## src/rtl/ersq_map.svh

```systemverilog
`ifndef ERSQ_MAP_SVH
`define ERSQ_MAP_SVH

// Register byte addresses
`define ERSQ_REG_CTRL    5'h00
`define ERSQ_REG_STEP    5'h04
`define ERSQ_REG_WIN_LO  5'h08
`define ERSQ_REG_WIN_HI  5'h0c
`define ERSQ_REG_COUNT   5'h10
`define ERSQ_REG_STATUS  5'h14

// Control word fields
`define ERSQ_C_SRC_SEL   0
`define ERSQ_C_EXP_LO    1
`define ERSQ_C_EXP_HI    3
`define ERSQ_C_DEN_LO    4
`define ERSQ_C_DEN_HI    13
`define ERSQ_C_HOLD_LOW  14
`define ERSQ_C_FREE_RUN  15
`define ERSQ_C_MCLK_SEL  16
`define ERSQ_C_EDGE_RES  17
`define ERSQ_C_DIR_LO    18
`define ERSQ_C_DIR_HI    19
`define ERSQ_C_WIN_EN    20
`define ERSQ_C_SINGLE    21
`define ERSQ_C_STEP_EN   22
`define ERSQ_C_SIMPLE    23
`define ERSQ_C_ROUTE     24
`define ERSQ_C_CLEAR     31

// Reset value and exponent clamp limit
`define ERSQ_CTRL_RST    31'h0000_0010
`define ERSQ_EXP_MAX     3'h6

// Capture direction codes
`define ERSQ_DIR_BOTH    2'h0
`define ERSQ_DIR_POS     2'h1
`define ERSQ_DIR_NEG     2'h2

// Timing: core clock and slowest input the scaler tracks
`define ERSQ_CLK_KHZ     40000
`define ERSQ_MIN_FIN_HZ  1600
`define ERSQ_SLOW_CYC    ((`ERSQ_CLK_KHZ * 1000) / `ERSQ_MIN_FIN_HZ)

`endif

```

## src/rtl/ersq_pkg.sv

```systemverilog
package ersq_pkg;

  // Scaler modes, one-hot
  typedef enum logic [1:0] {
    SC_TRACK = 2'b01,
    SC_SLOW  = 2'b10
  } ersq_sc_t;

  typedef struct packed {
    logic [30:0] ctrl;
    logic [15:0] step_n;
    logic [23:0] win_lo;
    logic [23:0] win_hi;
    logic [2:0]  ph_a;
    logic [2:0]  ph_b;
    logic [23:0] pos;
    logic [23:0] hi_mark;
    logic [23:0] lo_mark;
    logic        dir;
    logic        fresh;
    logic [15:0] step_cnt;
    ersq_sc_t    sc;
    logic        src_d;
    logic [15:0] per_cnt;
    logic [15:0] per;
    logic [9:0]  lock_cnt;
    logic [11:0] slow_cnt;
    logic [25:0] out_cnt;
    logic        wait_n;
    logic [31:0] rdata;
    logic        line;
    logic        frame;
    logic        scal;
    logic        trig;
  } ersq_state_t;

endpackage

```

## src/rtl/ersq_top.sv

```systemverilog
// The implementer's own choices: the Avalon-MM interface to the registers and the register addresses.
`timescale 1ns/1ps
`default_nettype none
`include "ersq_map.svh"

module ersq_top #(
  parameter logic [15:0] SLOW_CYCLES = 16'(`ERSQ_SLOW_CYC)
) (
  input  wire logic        core_clk,
  input  wire logic        rstn,
  input  wire logic [4:0]  avs_address,
  input  wire logic        avs_read,
  input  wire logic        avs_write,
  input  wire logic [31:0] avs_writedata,
  input  wire logic [3:0]  avs_byteenable,
  output var  logic [31:0] avs_readdata,
  output var  logic        avs_waitrequest,
  input  wire logic        enc_phase_a,
  input  wire logic        enc_phase_b,
  output var  logic        line_trigger,
  output var  logic        frame_trigger,
  output var  logic        scaler_pulse,
  output var  logic        encoder_trigger
);
  import ersq_pkg::*;

  ersq_state_t st_q;
  ersq_state_t st_d;

  // Byte-lane merge of a write into a stored word
  function automatic logic [31:0] merge(
    input logic [31:0] old_w,
    input logic [31:0] new_w,
    input logic [3:0]  be
  );
    logic [31:0] res;
    res = old_w;
    for (int i = 0; i < 4; i++) begin
      if (be[i]) begin
        res[i*8 +: 8] = new_w[i*8 +: 8];
      end
    end
    return res;
  endfunction

  // Control fields
  logic        src_sel;
  logic [2:0]  exp_eff;
  logic [9:0]  den_eff;
  logic        hold_low;
  logic        free_run;
  logic        edge_res;
  logic [1:0]  cap_dir;
  logic        win_en;
  logic        single;
  logic        step_en;
  logic        simple;
  logic        route;

  always_comb begin
    src_sel  = st_q.ctrl[`ERSQ_C_SRC_SEL];
    exp_eff  = st_q.ctrl[`ERSQ_C_EXP_HI:`ERSQ_C_EXP_LO];
    if (exp_eff > `ERSQ_EXP_MAX) begin
      exp_eff = `ERSQ_EXP_MAX;
    end
    den_eff  = st_q.ctrl[`ERSQ_C_DEN_HI:`ERSQ_C_DEN_LO];
    if (den_eff == 10'h000) begin
      den_eff = 10'h001;
    end
    hold_low = st_q.ctrl[`ERSQ_C_HOLD_LOW];
    free_run = st_q.ctrl[`ERSQ_C_FREE_RUN];
    edge_res = st_q.ctrl[`ERSQ_C_EDGE_RES];
    cap_dir  = st_q.ctrl[`ERSQ_C_DIR_HI:`ERSQ_C_DIR_LO];
    win_en   = st_q.ctrl[`ERSQ_C_WIN_EN];
    single   = st_q.ctrl[`ERSQ_C_SINGLE];
    step_en  = st_q.ctrl[`ERSQ_C_STEP_EN];
    simple   = st_q.ctrl[`ERSQ_C_SIMPLE];
    route    = st_q.ctrl[`ERSQ_C_ROUTE];
  end

  // Quadrature decode on the synchronised phases
  logic        a_s;
  logic        a_o;
  logic        b_s;
  logic        b_o;
  logic        chg_a;
  logic        chg_b;
  logic        step;
  logic        up;
  logic [23:0] nxt;
  logic        dir_ok;
  logic        win_ok;
  logic        new_ok;
  logic        line;
  logic        in_win;

  always_comb begin
    a_s   = st_q.ph_a[1];
    a_o   = st_q.ph_a[2];
    b_s   = st_q.ph_b[1];
    b_o   = st_q.ph_b[2];
    chg_a = a_s ^ a_o;
    chg_b = b_s ^ b_o;
    // Both phases moving at once is illegal; ignored with edge_res, but without it one rising as the other falls still counts
    if (edge_res) begin
      step = chg_a ^ chg_b;
    end else begin
      step = (a_s & ~a_o) ^ (b_s & ~b_o);
    end
    up  = chg_a ? (a_s ^ b_o) : ~(b_s ^ a_o);
    nxt = up ? st_q.pos + 24'h1 : st_q.pos - 24'h1;
    unique case (cap_dir)
      `ERSQ_DIR_BOTH: dir_ok = 1'b1;
      `ERSQ_DIR_POS:  dir_ok = up;
      `ERSQ_DIR_NEG:  dir_ok = ~up;
      default:        dir_ok = 1'b0;
    endcase
    dir_ok = dir_ok | simple;
    win_ok = ~win_en |
             ((nxt >= st_q.win_lo) && (nxt <= st_q.win_hi));
    // Only positions beyond anything reached before count as new
    new_ok = ~single |
             (up ? (nxt > st_q.hi_mark) : (nxt < st_q.lo_mark));
    line   = step & dir_ok & win_ok & new_ok;
    in_win = (st_q.pos >= st_q.win_lo) && (st_q.pos <= st_q.win_hi);
  end

  // Rate scaler arithmetic
  logic        src;
  logic        src_edge;
  logic [25:0] prod;
  logic [25:0] target;
  logic        slow_now;

  always_comb begin
    src      = src_sel ? st_q.line : a_s;
    src_edge = src & ~st_q.src_d;
    prod     = 26'(st_q.per) * 26'(den_eff);
    target   = prod >> exp_eff;
    slow_now = st_q.per_cnt >= SLOW_CYCLES;
  end

  // Bus decode
  logic        acc;
  logic        wr;
  logic        clear;
  logic [31:0] rd_mux;

  always_comb begin
    acc   = (avs_read | avs_write) & st_q.wait_n;
    wr    = avs_write & ~st_q.wait_n;
    clear = wr && avs_address == `ERSQ_REG_CTRL &&
            avs_byteenable[3] && avs_writedata[`ERSQ_C_CLEAR];
    unique case (avs_address)
      `ERSQ_REG_CTRL:   rd_mux = {1'b0, st_q.ctrl};
      `ERSQ_REG_STEP:   rd_mux = {16'h0000, st_q.step_n};
      `ERSQ_REG_WIN_LO: rd_mux = {8'h00, st_q.win_lo};
      `ERSQ_REG_WIN_HI: rd_mux = {8'h00, st_q.win_hi};
      `ERSQ_REG_COUNT:  rd_mux = {8'h00, st_q.pos};
      `ERSQ_REG_STATUS: rd_mux = {26'h0, st_q.sc == SC_SLOW,
                                  st_q.fresh, in_win, st_q.dir,
                                  b_s, a_s};
      default:          rd_mux = 32'h0000_0000;
    endcase
  end

  // Next-state logic for the whole block
  always_comb begin
    st_d = st_q;
    st_d.line  = 1'b0;
    st_d.frame = 1'b0;
    st_d.scal  = 1'b0;

    // Two-stage synchronisers, third stage for edges
    st_d.ph_a = {st_q.ph_a[1:0], enc_phase_a};
    st_d.ph_b = {st_q.ph_b[1:0], enc_phase_b};

    // Position system
    if (step) begin
      st_d.pos = nxt;
      st_d.dir = up;
      if (up && nxt > st_q.hi_mark) begin
        st_d.hi_mark = nxt;
      end
      if (!up && nxt < st_q.lo_mark) begin
        st_d.lo_mark = nxt;
      end
    end
    if (line) begin
      st_d.line  = 1'b1;
      st_d.fresh = 1'b1;
    end
    // Step counting only while enabled, so no stray frames otherwise
    if (line && step_en) begin
      if (st_q.step_n != 16'h0000 &&
          st_q.step_cnt + 16'h1 >= st_q.step_n) begin
        st_d.step_cnt = 16'h0000;
        st_d.frame    = 1'b1;
      end else begin
        st_d.step_cnt = st_q.step_cnt + 16'h1;
      end
    end

    // Scaler: period measurement saturates at the slow limit
    st_d.src_d = src;
    if (src_edge) begin
      st_d.per     = st_q.per_cnt + 16'h1;
      st_d.per_cnt = 16'h0000;
    end else if (!slow_now) begin
      st_d.per_cnt = st_q.per_cnt + 16'h1;
    end

    unique case (st_q.sc)
      SC_TRACK: begin
        if (st_q.out_cnt + 26'h1 >= target) begin
          st_d.out_cnt = 26'h0;
          st_d.scal    = 1'b1;
        end else begin
          st_d.out_cnt = st_q.out_cnt + 26'h1;
        end
        // With free_run clear, every den input edges span exactly 2^exp outputs when per times den is a multiple of 2^exp
        if (src_edge) begin
          if (st_q.lock_cnt + 10'h1 >= den_eff) begin
            st_d.lock_cnt = 10'h000;
            if (!free_run) begin
              st_d.out_cnt = 26'h0;
              st_d.scal    = 1'b1;
            end
          end else begin
            st_d.lock_cnt = st_q.lock_cnt + 10'h1;
          end
        end
        if (slow_now) begin
          st_d.sc       = SC_SLOW;
          st_d.slow_cnt = 12'h000;
          st_d.scal     = 1'b0;
        end
      end
      SC_SLOW: begin
        if (src_edge) begin
          // Plain divide by four times den while the loop cannot track
          if (st_q.slow_cnt + 12'h1 >= {den_eff, 2'b00}) begin
            st_d.slow_cnt = 12'h000;
            st_d.scal     = ~hold_low;
          end else begin
            st_d.slow_cnt = st_q.slow_cnt + 12'h1;
          end
          if (st_q.per_cnt < SLOW_CYCLES) begin
            st_d.sc       = SC_TRACK;
            st_d.out_cnt  = 26'h0;
            st_d.lock_cnt = 10'h000;
          end
        end
      end
      default: begin
        st_d.sc = SC_TRACK;
      end
    endcase

    // Trigger routing to the consumers
    if (step_en) begin
      st_d.trig = st_d.frame;
    end else if (route) begin
      st_d.trig = st_d.scal;
    end else begin
      st_d.trig = st_d.line;
    end

    // Avalon slave: one wait cycle, then the access completes
    st_d.wait_n = 1'b1;
    if (acc) begin
      st_d.wait_n = 1'b0;
      st_d.rdata  = rd_mux;
    end
    if (wr) begin
      unique case (avs_address)
        `ERSQ_REG_CTRL: begin
          // Master clock select is stored but only zero is meaningful
          st_d.ctrl = 31'(merge({1'b0, st_q.ctrl}, avs_writedata,
                                avs_byteenable));
        end
        `ERSQ_REG_STEP: begin
          st_d.step_n = 16'(merge({16'h0000, st_q.step_n},
                                  avs_writedata, avs_byteenable));
        end
        `ERSQ_REG_WIN_LO: begin
          st_d.win_lo = 24'(merge({8'h00, st_q.win_lo},
                                  avs_writedata, avs_byteenable));
        end
        `ERSQ_REG_WIN_HI: begin
          st_d.win_hi = 24'(merge({8'h00, st_q.win_hi},
                                  avs_writedata, avs_byteenable));
        end
        default: begin
        end
      endcase
    end
    // Status read clears fresh flag; a new line the same cycle wins
    if (wr == 1'b0 && avs_read && !st_q.wait_n &&
        avs_address == `ERSQ_REG_STATUS && !line) begin
      st_d.fresh = 1'b0;
    end

    // Clear has priority over any movement in the same cycle
    if (clear) begin
      st_d.pos      = 24'h0;
      st_d.hi_mark  = 24'h0;
      st_d.lo_mark  = 24'h0;
      st_d.dir      = 1'b0;
      st_d.fresh    = 1'b0;
      st_d.step_cnt = 16'h0000;
    end
  end

  // State register
  always_ff @(posedge core_clk or negedge rstn) begin
    if (!rstn) begin
      st_q          <= '0;
      st_q.ctrl     <= `ERSQ_CTRL_RST;
      // No input period measured yet, so the output starts static
      st_q.sc       <= SC_SLOW;
      st_q.wait_n   <= 1'b1;
    end else begin
      st_q <= st_d;
    end
  end

  // Outputs straight from flops
  always_comb begin
    avs_readdata    = st_q.rdata;
    avs_waitrequest = st_q.wait_n;
    line_trigger    = st_q.line;
    frame_trigger   = st_q.frame;
    scaler_pulse    = st_q.scal;
    encoder_trigger = st_q.trig;
  end

endmodule

`default_nettype wire

```

## config.mk

```make
export PLATFORM = sky130hd
export DESIGN_NAME = ersq_top
export DESIGN_NICKNAME = d
export VERILOG_FILES = /design/src/rtl/ersq_pkg.sv /design/src/rtl/ersq_top.sv
export VERILOG_INCLUDE_DIRS = /design/src /design/src/rtl
export SDC_FILE = /design/constraint.sdc
export NUM_CORES = 1
export LEC_CHECK = 0
export BUFFER_PORTS_ARGS = -buffer_cell sky130_fd_sc_hd__buf_2
export CAP_MARGIN = 20
export CORE_ASPECT_RATIO = 0.7
export CORE_MARGIN = 1.5
export CORE_UTILIZATION = 65
export CTS_CLUSTER_DIAMETER = 120
export DETAILED_ROUTE_END_ITERATION = 6
export PLACE_DENSITY = 0.84
export SETUP_SLACK_MARGIN = 0.1
export SLEW_MARGIN = 20
export SYNTH_ARGS = -nofsm -noshare
export SYNTH_HDL_FRONTEND = slang
export SYNTH_SLANG_ARGS = --single-unit
```

## constraint.sdc

```tcl
create_clock -name core_clk -period 13.5 [get_ports core_clk]
set_input_delay 1.35 -clock core_clk [delete_from_list [all_inputs] [get_ports core_clk]]
set_output_delay 1.35 -clock core_clk [all_outputs]
set_load 0.02 [all_outputs]
```

==> reports/results.ini <==
[placed_design]
place.gp.congestion = 1.01
io_buffer_count = 82
hpwlAfterDp_mm = 55.7

[global_route]
grt_max_degree = 159
grt_pass1_vias = 21500
overflow = 0
grt_pass1_wl_mm = 117
track_usage_pct = 35.7
grt_antenna_before_repair = 8

[synth]
synth_area_leaders = dfrtp_1 29%, ha_1 14%, fa_1 8.5%
syn-num-nets = 3298
ys_seq_area_share_pct = 29.5
synth.top_cell.area_share_pct = 29.2
async_reset_ff_share_pct = 100
syn_inst = 2841
synth-edff-count = 0
yosys.area.top_type = dfrtp_1
yosysWarnings = 0
ys_seq_elements = 310
synth_area_mm2 = 0.0263
synth_ff_type = dfrtp_1
syn_area_per_cell_um2 = 9.25
synth.distinct_cells = 77

[die]
initial_core_util_pct = 66.1
num_io_pins = 84
die_h_um = 171
core_mm2 = 0.0398
die_area_mm2 = 0.0417
fp.dieW_um = 243
rows = 61

[sta]
post-route-min-period_ns = 8.42
setup_tns_ns = 0
rsz0062_at_grt = false
fmax_ghz = 0.119
final_max_slew_viol_count = 0
fin_crit_sh_pct = 62.4
setup_viol = 0
final-hold-violation-count = 0
fin_worst_skew_ns = 0.0220
tightest_slew_ns = 1.12
max-slew-margin-rel_pct = 24.6

[clocking]
postCtsHoldBufs = 0
cts_tree = yes
root_buffer = clkbuf_16
cts_resized = 0
clk_pin_slew_ns = 0.07
cts_made_buffers = 34
clockBufferDepth = 3
clock_latency_ns = 0.54
cts-htree-levels = 2
cts_sinks = 310
post_cts_buffers = 0

[layout]
drive_gt1_share_pct = 9.72
area_growth_pct = 7.17
final_nets = 3282

[drt]
detail-route-antenna-nets = 0
viasPerCell = 6.46
drt-total-wl_mm = 73.7
drc = 0
drtIter0Drc = 2333
routedWlPerCell_um = 21.7
drtPass1Iterations = 6
vias = 22000

[worst_setup_path]
cp_top_family = adder cells
critical_path_class = register to register
endpoint_kind = register
arrival_ns = 8.84
path_max_fanout = 20
required_ns = 13.92
startpoint_type = register
path_common_cell = fa_1
critical_path.slowest_cell = a211oi_4
slowest_delay_ns = 0.81
crit_buf_inv = 1

[hold_path]
hold_path_class = register to register

[run_status]
status = finished, final reports clean

[run]
max_cap_violations = 0

[sequential cells by signal (all words and copies together), names as in the netlist, 2 cells and up]
name and cells:
cap_dir 2, avs_readdata 31, st_q 259, st_d 2
[final timing paths]
path                                             from                        end  slack, ns  cells after the start
max in group asynchronous                        rstn      st_q[179]$_DFFE_PN0P_      10.45                      3
worst max register to register  st_q[285]$_DFFE_PN0P_  encoder_trigger$_DFF_PN0_       5.08                     27
worst max-delay path            st_q[285]$_DFFE_PN0P_  encoder_trigger$_DFF_PN0_       5.08                     27
worst min register to register    st_d[211]$_DFF_PN0_              b_s$_DFF_PN0_       0.36                      0
worst min-delay path              st_d[211]$_DFF_PN0_              b_s$_DFF_PN0_       0.36                      0
min in group asynchronous                        rstn      st_q[106]$_DFFE_PN0P_       0.77                      1
[Yosys cell counts (30+ instances only)]
cell type and number:
buf_4 33, a21o_1 62, clkbuf_1 117, xnor2_1 72, dfrtp_1 307, mux2i_1 67, nand2_1 277, and3_1 34
a21oi_1 145, nand4_1 37, xor2_1 55, nor2_1 153, and2_1 126, inv_1 210, o21ai_0 158, a32o_1 30
ha_1 299, fa_1 111, nand3_1 65, mux2_2 74, nor2b_1 49
[area by class of cell]
type | instances | area, µm²
antenna | 11 | 27.5
clock buffer | 50 | 1030
clock inverter | 12 | 148
fill | 2903 | 11600
inverter | 211 | 792
multi-input combinational | 2154 | 17100
sequential | 310 | 7760
tap | 535 | 669
timing repair buffer | 114 | 673
[metrics by stage]
step	cell area, µm²	hold slack [ns]	util, %	worst slack [ns]	cells
2_1_floorplan	26300	0.331	-	6.09	2841
5_1_grt	28200	0.374	70.8	4.63	3391
4_1_cts	28100	0.354	70.8	5.15	3386
3_5_place_dp	27000	0.336	67.8	5.16	3324
6_report	28200	0.358	70.8	5.08	3397
3_3_place_gp	26900	0.337	67.8	5.14	3324
[layer usage]
metal,GRT usage [%],vias to the layer above,share of wire [%]
met2,50.9,1110,41
met1,50.1,10800,43
met3,13.9,149,13
met5,1.53,-,0.14
met4,10.2,4,2.5
li1,-,9935,-
[worst register-to-register path, stage by stage (launching register included)]
cell and delay [ns]:
dfrtp_1 0.75, nand2_1 0.19, fa_1 0.56, inv_1 0.06, fa_1 0.49, fa_1 0.52, fa_1 0.58, fa_1 0.44
ha_1 0.42, o21ai_0 0.20, nand2b_1 0.10, a221oi_1 0.53, o22a_1 0.22, o31ai_1 0.09, xor2_1 0.38, nor2_1 0.08
a21o_1 0.19, a32oi_1 0.23, ha_1 0.29, nand4_1 0.12, nor3_1 0.08, and2_1 0.16, a31oi_1 0.13, o21ai_0 0.19
a211oi_4 0.81, o32ai_1 0.16, nor2b_1 0.20, a21o_1 0.16
[placed cells by master (no fill, tap or decap), types with 65 or more instances in the layout]
| cell | n |
|---|---|
| buf_2 | 81 |
| mux2_2 | 74 |
| nand2_1 | 277 |
| nand3_1 | 65 |
| and2_1 | 125 |
| fa_1 | 111 |
| a21oi_1 | 144 |
| mux2i_1 | 66 |
| dfrtp_1 | 307 |
| o21ai_0 | 156 |
| ha_1 | 299 |
| inv_1 | 210 |
| xnor2_1 | 72 |
| nor2_1 | 151 |
[logic make-up after synthesis]
group           after synthesis  synth area share, %
simple gates                843                 15.8
compound gates              632                 16.1
fa+ha+maj                   410                 22.7
buf+inv                     377                 5.90
flops                       310                 29.5
mux                         141                 5.72
xor+xnor                    127                 4.23
other cells                   1               0.0143
Power is not shown: default switching activity piles up to over one toggle a cycle in this logic, so the estimate is an artifact.
